--- src/shared/twp_pkg.sv ---
/*
  twp_pkg: constants and carrier types shared by the timer / watchdog /
  divider block and its two helper modules.
  assumes: every file that uses it imports twp_pkg::* and runs on CLOCK.
*/
package twp_pkg;

  // widths of the counters and of the shared divider
  localparam int TWP_CNT_W = 8;
  localparam int TWP_DIV_W = 8;
  localparam int TWP_LOG_W = 4;

  // field positions inside the timer configuration byte
  localparam int TWP_BIT_SRC_EXT = 5;
  localparam int TWP_BIT_EDGE_FALL = 4;
  localparam int TWP_BIT_ASSIGN_WD = 3;
  localparam int TWP_BIT_RATE_LO = 0;

  // values after reset: configuration all ones, counters cleared
  localparam logic [7:0] TWP_CFG_RESET = 8'hFF;
  localparam logic [7:0] TWP_CNT_RESET = 8'h00;
  localparam logic [7:0] TWP_CNT_MAX = 8'hFF;
  localparam logic [7:0] TWP_CNT_ONE = 8'h01;

  // offset added to the rate field when the divider serves the timer
  localparam logic [3:0] TWP_TMR_LOG_OFS = 4'h1;

  // configuration byte, laid out at the documented bit positions
  typedef struct packed {
    logic [1:0] spare;      // bits 7..6, stored, no effect here
    logic src_ext;          // bit 5: count the external pin
    logic edge_fall;        // bit 4: count falling edges
    logic assign_wd;        // bit 3: divider serves the watchdog
    logic [2:0] rate;       // bits 2..0: divide ratio select
  } twp_cfg_t;

  // requests from the core that touch the timer count
  typedef struct packed {
    logic wr;               // load the count with data
    logic add_w;            // interrupt return that adds the working register
    logic [7:0] data;       // load value, or working register value
  } twp_cnt_req_t;

endpackage

--- src/verilog/twp_timer_wd.sv ---
/*
  twp_timer_wd: 8-bit cycle counter and 8-bit watchdog counter sharing one
  programmable divider, used as prescaler or postscaler.
  assumes: CLOCK is the instruction-cycle clock; the core's requests and
  WD_TICK come from logic on CLOCK; COUNT_PIN is an asynchronous pin.
*/
//
// Behaviour
// count per cycle or per pin edge
// divider extends timer range to sixteen bits
// config bit 5 clear selects cycle clock
// config bit 5 set counts pin edges
// config bit 4 selects falling, else rising
// rollover from max to zero raises interrupt
// no sticky rollover flag is kept
// watchdog counter shares the same divider
// bit 3 set: watchdog drives divider postscaler
// bit 3 clear: divider output clocks timer
// three rate bits choose the ratio
// prescaled internal timer steps on divider pulses
// divider serves exactly one user at once
// divider count has no software access
// watchdog expiry resets the device
// add-w return adds working register to count
// ratios 2..256 timer, 1..128 watchdog
// watchdog clear zeroes counter and its divider
`timescale 1ns/1ps
module twp_timer_wd
#(
  parameter int CNT_W = 8
)
(
  // clock and reset
  input wire logic CLOCK,
  input wire logic RST,
  // configuration byte from the core
  input wire logic CFG_WRITE,
  input wire twp_pkg::twp_cfg_t CFG_DATA,
  output twp_pkg::twp_cfg_t CFG_VALUE,
  // timer count access from the core
  input wire twp_pkg::twp_cnt_req_t CNT_REQ,
  output logic [7:0] CNT_VALUE,
  output logic TMR_IRQ,
  // external count pin
  input wire logic COUNT_PIN,
  // watchdog
  input wire logic WD_ENABLE,
  input wire logic WD_TICK,
  input wire logic WD_CLEAR,
  output logic [7:0] WD_VALUE,
  output logic WD_RESET
);
  import twp_pkg::*;

  // the counters are fixed at one byte, matching the core's data path
  if (CNT_W != TWP_CNT_W)
  begin : g_bad_cnt_w
    $error("twp_timer_wd supports only CNT_W of 8");
  end

  twp_cfg_t cfg_reg;          // stored configuration byte
  twp_cfg_t cfg_next;
  logic [7:0] cnt_reg;        // timer count
  logic [7:0] cnt_next;
  logic irq_reg;              // one-cycle rollover request
  logic irq_next;
  logic [7:0] wd_reg;         // watchdog count
  logic [7:0] wd_next;
  logic wdrst_reg;            // one-cycle device reset request
  logic wdrst_next;

  logic pin_edge;             // qualified edge of the count pin
  logic src_tick;             // one event of the selected source
  logic tmr_inc;              // timer steps this cycle
  logic wd_step;              // watchdog steps this cycle
  logic wd_ovf;               // watchdog wraps this cycle
  logic expiry;               // watchdog time-out, after postscaling
  logic div_tick;             // input event of the divider
  logic div_clear;            // restart of the divider
  logic div_pulse;            // divider output
  logic [3:0] div_log2;       // divide ratio as power of two
  logic assign_change;        // configuration moves the divider

  // synchronised pin with the chosen polarity
  twp_edge u_edge
  (
    .clk(CLOCK),
    .rst(RST),
    .pin(COUNT_PIN),
    .fall_sel(cfg_reg.edge_fall),
    .edge_pulse(pin_edge)
  );

  // one shared divider; no port reaches its count from outside
  twp_divider #(.W(TWP_DIV_W)) u_div
  (
    .clk(CLOCK),
    .rst(RST),
    .tick(div_tick),
    .clear(div_clear),
    .log2(div_log2),
    .pulse(div_pulse)
  );

  // source: every cycle, or the counted pin edge
  always_comb
  begin
    if (cfg_reg.src_ext)
      src_tick = pin_edge;
    else
      src_tick = 1'b1;
  end

  // ratio: the rate field shifted up by one for the timer, so the
  // timer never runs undivided through the divider
  always_comb
  begin
    if (cfg_reg.assign_wd)
      div_log2 = {1'b0, cfg_reg.rate};
    else
      div_log2 = 4'({1'b0, cfg_reg.rate} + TWP_TMR_LOG_OFS);
  end

  // divider routing: exactly one user feeds it and takes its pulses
  always_comb
  begin
    if (cfg_reg.assign_wd)
    begin
      div_tick = wd_ovf;
      tmr_inc = src_tick;
      expiry = div_pulse;
    end
    else
    begin
      div_tick = src_tick;
      tmr_inc = div_pulse;
      expiry = wd_ovf;
    end
  end

  // watchdog stepping; a software clear in the same cycle wins, since
  // its whole purpose is to push the time-out further away
  assign wd_step = WD_ENABLE && WD_TICK && !WD_CLEAR;
  assign wd_ovf = wd_step && (wd_reg == TWP_CNT_MAX);

  // moving the divider from one user to the other starts it afresh, so
  // a half-full count never leaks into the new user
  assign assign_change = CFG_WRITE && (CFG_DATA.assign_wd != cfg_reg.assign_wd);

  // divider restarts: reassignment, watchdog clear, timer load, and an
  // undivided watchdog wrap. A postscaler pulse needs no clear, since the
  // step that makes it already leaves the masked low bits at zero. Reading
  // expiry here would feed the divider's own pulse back into its clear.
  always_comb
  begin
    div_clear = assign_change;
    if (WD_CLEAR && cfg_reg.assign_wd)
      div_clear = 1'b1;
    if (CNT_REQ.wr && !cfg_reg.assign_wd)
      div_clear = 1'b1;
    if (wd_ovf && !cfg_reg.assign_wd)
      div_clear = 1'b1;
  end

  // configuration byte: loaded whole by the core
  always_comb
  begin
    cfg_next = cfg_reg;
    if (CFG_WRITE)
      cfg_next = CFG_DATA;
  end

  // timer count: a load beats the add-w return, which beats a plain step
  always_comb
  begin
    cnt_next = cnt_reg;
    if (CNT_REQ.wr)
      cnt_next = CNT_REQ.data;
    else if (CNT_REQ.add_w)
      cnt_next = 8'(cnt_reg + CNT_REQ.data + {7'h00, tmr_inc});
    else if (tmr_inc)
      cnt_next = 8'(cnt_reg + TWP_CNT_ONE);
  end

  // rollover request: a pulse only, nothing is held for software to
  // clear; a load in the same cycle cancels the step and the request
  always_comb
  begin
    irq_next = tmr_inc && !CNT_REQ.wr && (cnt_reg == TWP_CNT_MAX);
  end

  // watchdog count: cleared by software or by its own time-out
  always_comb
  begin
    wd_next = wd_reg;
    if (WD_CLEAR || expiry)
      wd_next = TWP_CNT_RESET;
    else if (wd_step)
      wd_next = 8'(wd_reg + TWP_CNT_ONE);
  end

  // device reset request on expiry; the timer count is left alone
  always_comb
  begin
    wdrst_next = expiry;
  end

  // register stage for all state of this block
  always_ff @(posedge CLOCK)
  begin
    if (RST)
    begin
      cfg_reg <= twp_cfg_t'(TWP_CFG_RESET);
      cnt_reg <= TWP_CNT_RESET;
      irq_reg <= 1'b0;
      wd_reg <= TWP_CNT_RESET;
      wdrst_reg <= 1'b0;
    end
    else
    begin
      cfg_reg <= cfg_next;
      cnt_reg <= cnt_next;
      irq_reg <= irq_next;
      wd_reg <= wd_next;
      wdrst_reg <= wdrst_next;
    end
  end

  // outputs straight from flops
  assign CFG_VALUE = cfg_reg;
  assign CNT_VALUE = cnt_reg;
  assign TMR_IRQ = irq_reg;
  assign WD_VALUE = wd_reg;
  assign WD_RESET = wdrst_reg;

  // rollover from max to zero gives the request one cycle later
  a_irq_on_wrap: assert property (@(posedge CLOCK) disable iff (RST)
    (tmr_inc && !CNT_REQ.wr && !CNT_REQ.add_w && cnt_reg == TWP_CNT_MAX)
    |=> (TMR_IRQ && CNT_VALUE == TWP_CNT_RESET))
    else $error("rollover did not raise the interrupt request");

  // the request never stands without a rollover and never lingers
  a_irq_pulse_only: assert property (@(posedge CLOCK) disable iff (RST)
    TMR_IRQ |-> ($past(cnt_reg) == TWP_CNT_MAX && $past(tmr_inc))
    ##1 (!TMR_IRQ || $past(cnt_reg) == TWP_CNT_MAX))
    else $error("interrupt request held or raised without rollover");

  // internal source with the divider on the watchdog steps every cycle
  a_internal_step: assert property (@(posedge CLOCK) disable iff (RST)
    (!cfg_reg.src_ext && cfg_reg.assign_wd && !CNT_REQ.wr && !CNT_REQ.add_w)
    |=> CNT_VALUE == 8'($past(CNT_VALUE) + TWP_CNT_ONE))
    else $error("internal source did not step the count");

  // external source without a pin edge leaves the count still
  a_ext_hold: assert property (@(posedge CLOCK) disable iff (RST)
    (cfg_reg.src_ext && cfg_reg.assign_wd && !pin_edge && !CNT_REQ.wr && !CNT_REQ.add_w)
    |=> $stable(CNT_VALUE))
    else $error("external source moved the count without an edge");

  // prescaled internal timer never steps two cycles running
  a_prescale_gap: assert property (@(posedge CLOCK) disable iff (RST)
    (!cfg_reg.src_ext && !cfg_reg.assign_wd && !CFG_WRITE && tmr_inc) |=> !tmr_inc)
    else $error("prescaled timer stepped on consecutive cycles");

  // divide-by-four prescale: three quiet cycles after one divider pulse
  a_prescale_min: assert property (@(posedge CLOCK) disable iff (RST)
    (!cfg_reg.src_ext && !cfg_reg.assign_wd && cfg_reg.rate == 3'h1 && !CFG_WRITE && !CNT_REQ.wr
     && tmr_inc)
    |=> (!tmr_inc)[*3])
    else $error("divide by four stepped too early");

  // expiry comes only from a watchdog wrap, whichever way it is routed
  a_expiry_cause: assert property (@(posedge CLOCK) disable iff (RST)
    WD_RESET |-> ($past(wd_ovf) && WD_VALUE == TWP_CNT_RESET))
    else $error("device reset without watchdog wrap");

  // undivided watchdog expires right at its wrap
  a_wd_direct: assert property (@(posedge CLOCK) disable iff (RST)
    (!cfg_reg.assign_wd && wd_ovf) |=> WD_RESET)
    else $error("watchdog wrap did not reset the device");

  // software clear zeroes the watchdog and blocks expiry that cycle
  a_wd_clear: assert property (@(posedge CLOCK) disable iff (RST)
    WD_CLEAR |=> (WD_VALUE == TWP_CNT_RESET && !WD_RESET))
    else $error("watchdog clear did not take effect");

  // add-w return sums the working register into the count
  a_add_w: assert property (@(posedge CLOCK) disable iff (RST)
    (CNT_REQ.add_w && !CNT_REQ.wr)
    |=> CNT_VALUE == 8'($past(CNT_VALUE) + $past(CNT_REQ.data) + {7'h00, $past(tmr_inc)}))
    else $error("add-w return gave a wrong count");

  // with the divider on the watchdog, every source event steps the timer
  // by exactly one, so no divider pulse can reach it
  a_one_user: assert property (@(posedge CLOCK) disable iff (RST)
    (cfg_reg.assign_wd && src_tick && !CNT_REQ.wr && !CNT_REQ.add_w)
    |=> CNT_VALUE == 8'($past(CNT_VALUE) + TWP_CNT_ONE))
    else $error("divider reached the timer while given to the watchdog");

endmodule

--- src/verilog/twp_edge.sv ---
/*
  twp_edge: brings the external count pin into the CLOCK domain and
  picks out the selected edge as a one-cycle pulse.
  assumes: the pin is asynchronous and slower than half the clock rate.
*/
`timescale 1ns/1ps
module twp_edge
(
  // clock and reset
  input wire logic clk,
  input wire logic rst,
  // pin and polarity
  input wire logic pin,
  input wire logic fall_sel,
  // detected edge
  output logic edge_pulse
);
  import twp_pkg::*;

  logic sync1_reg;   // first stage, read only by the second
  logic sync2_reg;   // second stage, safe to use
  logic prev_reg;    // one cycle older copy for edge detection
  logic sync1_next;
  logic sync2_next;
  logic prev_next;

  // next values of the synchroniser chain
  always_comb
  begin
    sync1_next = pin;
    sync2_next = sync1_reg;
    prev_next = sync2_reg;
  end

  // register stage
  always_ff @(posedge clk)
  begin
    if (rst)
    begin
      sync1_reg <= 1'b0;
      sync2_reg <= 1'b0;
      prev_reg <= 1'b0;
    end
    else
    begin
      sync1_reg <= sync1_next;
      sync2_reg <= sync2_next;
      prev_reg <= prev_next;
    end
  end

  // polarity choice; edges are counted only after two flops of settling
  assign edge_pulse = fall_sel ? (prev_reg & ~sync2_reg) : (sync2_reg & ~prev_reg);

  a_edge_polarity: assert property (@(posedge clk) disable iff (rst)
    edge_pulse |-> (fall_sel ? (!sync2_reg && $past(sync2_reg)) : (sync2_reg && !$past(sync2_reg))))
    else $error("edge pulse does not match the selected polarity");

endmodule

--- src/verilog/twp_divider.sv ---
/*
  twp_divider: the shared power-of-two divider. It counts input ticks and
  emits one pulse every 2**log2 ticks.
  assumes: log2 never exceeds W; clear is a one-cycle request.
*/
`timescale 1ns/1ps
module twp_divider
#(
  parameter int W = 8
)
(
  // clock and reset
  input wire logic clk,
  input wire logic rst,
  // control
  input wire logic tick,
  input wire logic clear,
  input wire logic [3:0] log2,
  // divided output
  output logic pulse
);
  import twp_pkg::*;

  logic [W-1:0] count_reg;   // divider count, never visible to software
  logic [W-1:0] count_next;
  logic [W-1:0] mask;        // low bits that must all be ones

  // the logic serves ratios up to 2**8
  if (W < 8)
  begin : g_bad_width
    $error("twp_divider needs W of at least 8");
  end

  // turns a log2 ratio into the all-ones mask of the low bits
  function automatic logic [W-1:0] ratio_mask(input logic [3:0] l);
    logic [W:0] one;
    one = {{W{1'b0}}, 1'b1} << l;
    return W'(one - {{W{1'b0}}, 1'b1});
  endfunction

  assign mask = ratio_mask(log2);
  // a clear in the same cycle swallows the tick, so no stray pulse
  assign pulse = tick && !clear && ((count_reg & mask) == mask);

  // next count: clear first, then step on each tick
  always_comb
  begin
    count_next = count_reg;
    if (clear)
      count_next = '0;
    else if (tick)
      count_next = W'(count_reg + {{(W-1){1'b0}}, 1'b1});
  end

  // register stage
  always_ff @(posedge clk)
  begin
    if (rst)
      count_reg <= '0;
    else
      count_reg <= count_next;
  end

endmodule

--- config.mk ---
export PLATFORM = sky130hd
export DESIGN_NAME = twp_timer_wd
export DESIGN_NICKNAME = d
export VERILOG_FILES = /design/src/shared/twp_pkg.sv /design/src/verilog/twp_timer_wd.sv /design/src/verilog/twp_edge.sv /design/src/verilog/twp_divider.sv
export SDC_FILE = /design/constraint.sdc
export NUM_CORES = 1
export LEC_CHECK = 0
export ABC_AREA = 1
export BUFFER_PORTS_ARGS = -buffer_cell sky130_fd_sc_hd__buf_4
export CAP_MARGIN = 15
export CORE_MARGIN = 5
export CORE_UTILIZATION = 55
export CTS_CLUSTER_DIAMETER = 40
export DETAILED_ROUTE_END_ITERATION = 12
export PLACE_DENSITY = 0.83
export SKIP_CTS_REPAIR_TIMING = 1
export SYNTH_ARGS = -nofsm -noshare
export SYNTH_HDL_FRONTEND = slang
export SYNTH_SLANG_ARGS = --single-unit
export TNS_END_PERCENT = 30
--- constraint.sdc ---
create_clock -name CLOCK -period 5.8 [get_ports CLOCK]
set_input_delay 0.58 -clock CLOCK [delete_from_list [all_inputs] [get_ports CLOCK]]
set_output_delay 0.58 -clock CLOCK [all_outputs]
set_load 0.02 [all_outputs]
==> results of run 1 <==
[per-stage QoR]
stage               setup slack, ps  cells  hold WS [ps]  area (um^2)
floorplan                      1980    364           388         2480
global placement               1950    458           392         2880
detailed placement             1770    458           397         2880
CTS                            1750    466           407         3000
global route                   1350    466           422         3000
finish                         1750    466           406         3000
[per-layer routing]
metal | routed length [um] | share of wire [%] | vias up
li1 | - | - | 1288
met1 | 2750 | 45 | 1154
met2 | 2890 | 47 | 67
met3 | 437 | 7.1 | 4
met4 | 31 | 0.51 | 0
met5 | 0 | 0 | -
[layout make-up]
type | instances | area (um^2) | area share (%)
multi-input combinational | 279 | 1540 | 51.5
sequential | 37 | 741 | 24.7
timing repair buffer | 50 | 375 | 12.5
inverter | 40 | 158 | 5.26
clock buffer | 7 | 86.3 | 2.88
tap | 52 | 65.1 | 2.17
clock inverter | 1 | 30.0 | 1.00
[logic make-up after synthesis]
kind of cell             count (synthesis)  share of synthesized area, %
flip-flops                              37                          29.8
AND/OR/NAND/NOR                        209                          40.2
AO/OA/AOI/OAI                           42                          9.52
adder cells (fa/ha/maj)                 13                          7.15
XOR/XNOR                                15                          5.29
buffers and inverters                   48                          8.01
[path summary, 6_finish.rpt]
path / startpoint / end / slack [ps] / depth (start not counted)
worst min-delay path: u_edge.sync1_reg / u_edge.prev_next / 410 / 2
worst max-delay path: CFG_VALUE[0] / CNT_VALUE[6] / 1750 / 27
worst min register to register: u_edge.sync1_reg / u_edge.prev_next / 410 / 2
worst max register to register: CFG_VALUE[0] / CNT_VALUE[6] / 1750 / 27
[critical path, stage by stage, from the launching register on]
cell and delay [ps]:
dfxtp_1 480, ha_1 280, nand2_1 90, nand2_2 80, nor2_1 140, nand2_1 90
ha_1 240, nand2_1 130, nand2_1 60, nand3_1 60, nand2_1 80, nor2_4 140
nand3_4 130, and2_4 180, fa_1 400, fa_1 420, nand3b_1 190, nand2_1 80
nand2_1 60, nand2_1 70, a21oi_1 70, nand2_1 60, nand2_1 40, o21ai_0 130
o21ai_0 100, nand2_1 80, inv_1 40, nor2_1 80
[placed cells by master, fill, tap and decap left out, types with 3 or more instances in the layout]
cell | netlist | final
buf_4 | 1 | 50
nand2_2 | 5 | 5
xnor2_1 | 3 | 3
o21ai_0 | 16 | 16
a21oi_1 | 17 | 17
nor2_1 | 37 | 37
nand3_2 | 4 | 4
clkbuf_8 | 0 | 6
nand3b_1 | 3 | 3
ha_1 | 11 | 11
nor3_1 | 8 | 8
nand4_1 | 12 | 12
dfxtp_1 | 37 | 37
o211ai_1 | 3 | 3
nand3_1 | 28 | 28
nand2_1 | 98 | 98
xor2_1 | 12 | 12
inv_1 | 39 | 39
[power by group]
part           internal (W)  switching [W]  leakage [nW]
clock network      0.000140      0.0000898        0.0585
logic             0.0000721       0.000108          1.06
registers          0.000265      0.0000161         0.303
==> flow_summary.yaml, run 1 <==
run_status:
  status: "complete, no violations"
synthesis:
  ys_top_cells_by_area: "dfxtp_1, nand2_1, inv_1, nand3_1, nor2_1"
  synth_area_um2: 2480
  synthDistinctLibCells: 35
  syn_area_per_cell_um2: 6.82
  synthFlopType: "dfxtp_1"
  synthesis.nets: 402
  async_flop_share_pct: 0
  yosysTopAreaCell: "dfxtp_1"
  synth_commonest_cells: "nand2_1, inv_1, dfxtp_1, nor2_1, nand3_1"
  synth.yosys.warnings: 0
  netlist_instances: 364
  synth_most_common_cell: "nand2_1"
  ys_seq_area_share_pct: 29.8
  synth-seq-cells: 37
  synth_top_area_share_pct: 29.8
  synth_edf_count: 0
layout:
  n_fill_cell: 373
  final_core_util_pct: 68.9
  antenna_cells: 0
  drive_gt1_share_pct: 19.3
  area_growth_pct: 20.8
  finalNetCount: 451
global_route:
  antenna_found_initial: 0
  grtUsageTotal_pct: 21.6
  grt_overflow: 0
  grt_busiest_layer: "met2"
  grtUsageMet3_pct: 5.85
  use_met2_pct: 36.1
  grt_pass1_wl_um: 10800
  grt_pass1_vias: 2443
  grt_max_degree: 16
  grtUsageMet1_pct: 27.6
clock_network:
  clk_path_buf_depth: 2
  cts_buffers: 5
  clkTransAtPathRegs_ps: 70
  cts_root_buf: "clkbuf_8"
  htree_levels: 2
  clk_latency_ps: 280
  cts_tree: "done"
  cts.sinks: 37
drt:
  routed_wl_um: 6120
  drt-initial-drc-count: 175
  drcViolationCount: 0
  wl_per_cell_um: 13.1
  routed_via_density: 5.39
  vias: 2513
  ant_nets: 0
  dr.pass1.iters: 4
power:
  power_w: 0.000691
  p_per_area_nw_per_um2: 230
  p_leak_nw: 1.42
  worst_ir_drop_vdd_mv: 0.166
timing:
  worst_pin_slew_ps: 519
  fin_tns_setup_ps: 0
  finalHoldViolations: 0
  rsz0062_at_grt: "no"
  drv_slew: 0
  slew_headroom_pct: 65.4
  min_period_ps: 4050
  setup_viol: 0
  finalCritPeriodShare_pct: 69.9
  skew_ps: 3.71
  max_clock_freq_ghz: 0.247
run:
  drv_cap: 0
floorplan:
  coreArea_um2: 4350
  row_count: 24
  die_w_um: 77.2
  dieArea_um2: 5960
  io_pins: 51
  dieHeight_um: 77.2
  initial_core_util_pct: 57.0
place:
  dp_hpwl_um: 4720
  gp_congestion: 0.879
  io_buffers: 50
setup_path:
  worstPathMaxFanout: 8
  worstPathRequired_ps: 6020
  cp_data_arrival_time_ps: 4280
  cp-start-kind: "register"
  crit_type: "register to register"
  end_kind: "register"
min_path:
  hold_path.class: "register to register"
Power figures use the tool's default switching activity.
==> inputs of run 2 (changes only) <==
ABC_AREA = 0   (was 1)
CORE_UTILIZATION = 50   (was 55)
PLACE_DENSITY = 0.79   (was 0.83)
clock period = 3.5 ns   (was 5.8 ns; I/O delays follow)
==> run 2 against run 1 <==
Net effect:
- the flow now finishes with violations (setup timing)
- area after synthesis increased by 4.8%
- total power grew 74%
- final cell count grew 0.21%
- fmax down 0.72%
- global-route usage rose by 0.20 points
- die area increased by 13%
==> flow_summary.yaml, run 2 <==
synthesis:
  syn_area_per_cell_um2: 8.31
  yosysTopAreaCell: "dfxtp_1"
  ys_top_cells_by_area: "dfxtp_1, mux2i_1, ha_1, nand2_1, nor2_1"
  synth_top_area_share_pct: 28.5
  synth_commonest_cells: "dfxtp_1, nand2_1, nor2_1"
  synthDistinctLibCells: 63
  synthFlopType: "dfxtp_1"
  synthesis.nets: 351
  netlist_instances: 313
  synth_most_common_cell: "dfxtp_1"
  synth_area_um2: 2600
  synth-seq-cells: 37
  synth_edf_count: 0
  ys_seq_area_share_pct: 28.5
  synth.yosys.warnings: 0
  async_flop_share_pct: 0
drt:
  wl_per_cell_um: 15.2
  vias: 2612
  drcViolationCount: 0
  routed_via_density: 5.59
  dr.pass1.iters: 4
  drt-initial-drc-count: 189
  ant_nets: 0
  routed_wl_um: 7110
clock_network:
  cts_tree: "done"
  clkTransAtPathRegs_ps: 80
  cts.sinks: 37
  clk_latency_ps: 290
  cts_buffers: 5
  clk_path_buf_depth: 2
  cts_root_buf: "clkbuf_8"
  htree_levels: 2
timing:
  drv_slew: 0
  slew_headroom_pct: 75.7
  max_clock_freq_ghz: 0.245
  min_period_ps: 4080
  setup_slack_ps: -582
  finalHoldViolations: 0
  setup_viol: 7
  finalCritPeriodShare_pct: 117
  skew_ps: 7.03
  timing.hold.ws_ps: 271
  rsz0062_at_grt: "yes"
  worst_pin_slew_ps: 363
power:
  p_sw_w: 0.000364
  pwr-share-seq_pct: 38.3
  clkPwrFrac_pct: 32.8
  p_per_area_nw_per_um2: 344
  p_int_w: 0.000836
  worst_ir_drop_vdd_mv: 0.244
  p_leak_nw: 1.50
  p_sw_share_pct: 30.3
  comb_power_share_pct: 28.9
min_path:
  min-delay-start: "COUNT_PIN"
  whs_endpoint: "u_edge.sync1_reg"
  hold_depth: 2
  hold_path.class: "input port to register"
setup_path:
  crit_type: "register to register"
  end_kind: "register"
  r2r_slack_ps: -580
  cp-start-kind: "register"
  worstPathMaxFanout: 6
  cp_data_arrival_time_ps: 4270
  r2r-start: "CFG_VALUE[1]"
  ff2ff_path_depth: 20
  worstPathRequired_ps: 3690
  rr_endpoint: "CNT_VALUE[6]"
place:
  placed_cell_area_um2: 3290
  io_buffers: 50
  dp_hpwl_um: 5400
  placed_cells: 456
  gp_congestion: 0.942
run:
  drv_cap: 0
global_route:
  antenna_found_initial: 0
  grtUsageTotal_pct: 21.8
  grt_overflow: 0
  grt_pass1_wl_um: 11300
  grt_pass1_vias: 2505
  grt_max_degree: 17
floorplan:
  io_pins: 51
  die_w_um: 82.1
  dieArea_um2: 6750
  dieHeight_um: 82.1
  initial_core_util_pct: 51.3
  coreArea_um2: 5070
  row_count: 26
layout:
  final_cell_count_no_fill: 467
  n_fill_cell: 436
  drive_gt1_share_pct: 31.7
  antenna_cells: 0
  ff_latch_area_um2: 751
  final_core_util_pct: 68.7
  area_growth_pct: 34.0
  finalNetCount: 434
  multi_input_area_um2: 1820
  final_common_cell: "buf_4"
  design_area_um2: 3490
  mostFrequentLayoutCells: "buf_4, nor2_1, nand2_1, dfxtp_1, mux2i_1"
run_status:
  failed_checks: "setup timing"
  status: "finished, violations left"
==> run 2: cell count changes after synthesis, sizes merged, moves of 8 or more <==
cell,before,now
nand2b,0,8
inv,40,10
nand2,104,36
nand3,34,7
nor2b,0,9
xnor2,3,12
mux2i,0,16
==> run 2: metrics by stage <==
| stage | worst slack [ps] | setup TNS (ps) | total power [W] |
|---|---|---|---|
| floorplan | -635 | -2760 | 0.000678 |
| global placement | -461 | -1840 | 0.000784 |
| detailed placement | -593 | -2690 | 0.000793 |
| CTS | -637 | -3010 | 0.00118 |
| global route | -762 | -3500 | 0.00126 |
| finish | -582 | -2090 | 0.00120 |
==> run 2: final cells by class <==
type,count,share of cell area [%]
inverter,11,1.18
clock buffer,6,2.37
tap,70,2.51
sequential,37,21.5
clock inverter,2,1.08
multi-input combinational,252,52.1
timing repair buffer,89,19.3
==> run 2: how the worst max path moves through the flow <==
stage / from / end / slack [ps] / cells after the start
3_3_place_gp: CFG_VALUE[1] / CNT_VALUE[6] / -460 / 20
4_1_cts: CFG_VALUE[1] / CNT_VALUE[6] / -640 / 20
3_5_place_dp: CFG_VALUE[1] / CNT_VALUE[6] / -590 / 20
5_1_grt: CFG_VALUE[1] / CNT_VALUE[6] / -760 / 20
2_1_floorplan: CFG_VALUE[3] / CNT_VALUE[6] / -640 / 22
6_report: CFG_VALUE[1] / CNT_VALUE[6] / -580 / 20
==> run 2: routing by layer <==
layer	wire length [um]	vias up	track usage [%]
met5	0	-	0
met4	157	0	8.97
met3	430	13	4.12
met2	3390	90	36.8
met1	3130	1224	27.0
li1	-	1285	-
==> run 2: kinds of logic (layout without fill, tap and decap cells) <==
group | after synthesis | in the layout | share of synthesized area, %
flops | 37 | 37 | 28.5
xor+xnor | 25 | 25 | 8.41
mux | 16 | 16 | 6.63
compound gates | 59 | 59 | 16.4
buf+inv | 24 | 108 | 4.37
fa+ha+maj | 13 | 13 | 6.83
simple gates | 139 | 139 | 28.8
==> run 2: power groups by stage <==
| stage | Combinational (W) | Clock, W | Sequential (W) |
|---|---|---|---|
| floorplan | 0.000197 | 0 | 0.000481 |
| global placement | 0.000318 | 0 | 0.000467 |
| detailed placement | 0.000326 | 0 | 0.000467 |
| CTS | 0.000329 | 0.000398 | 0.000457 |
| global route | 0.000378 | 0.000422 | 0.000462 |
| finish | 0.000347 | 0.000393 | 0.000459 |
==> run 2: critical path, cell delays in order, from the launching register on <==
cell,delay (ps)
dfxtp_4,360
ha_4,170
nand3b_1,100
o21ai_1,80
a31oi_1,240
ha_2,300
buf_6,120
a2111oi_2,40
nand4bb_1,270
nor4_4,390
a2bb2oi_4,100
fa_2,380
fa_2,390
nor2b_2,140
o21a_1,150
o21ai_2,70
mux2i_1,230
o21ai_1,100
a22o_1,180
mux2i_1,120
nor2_1,50
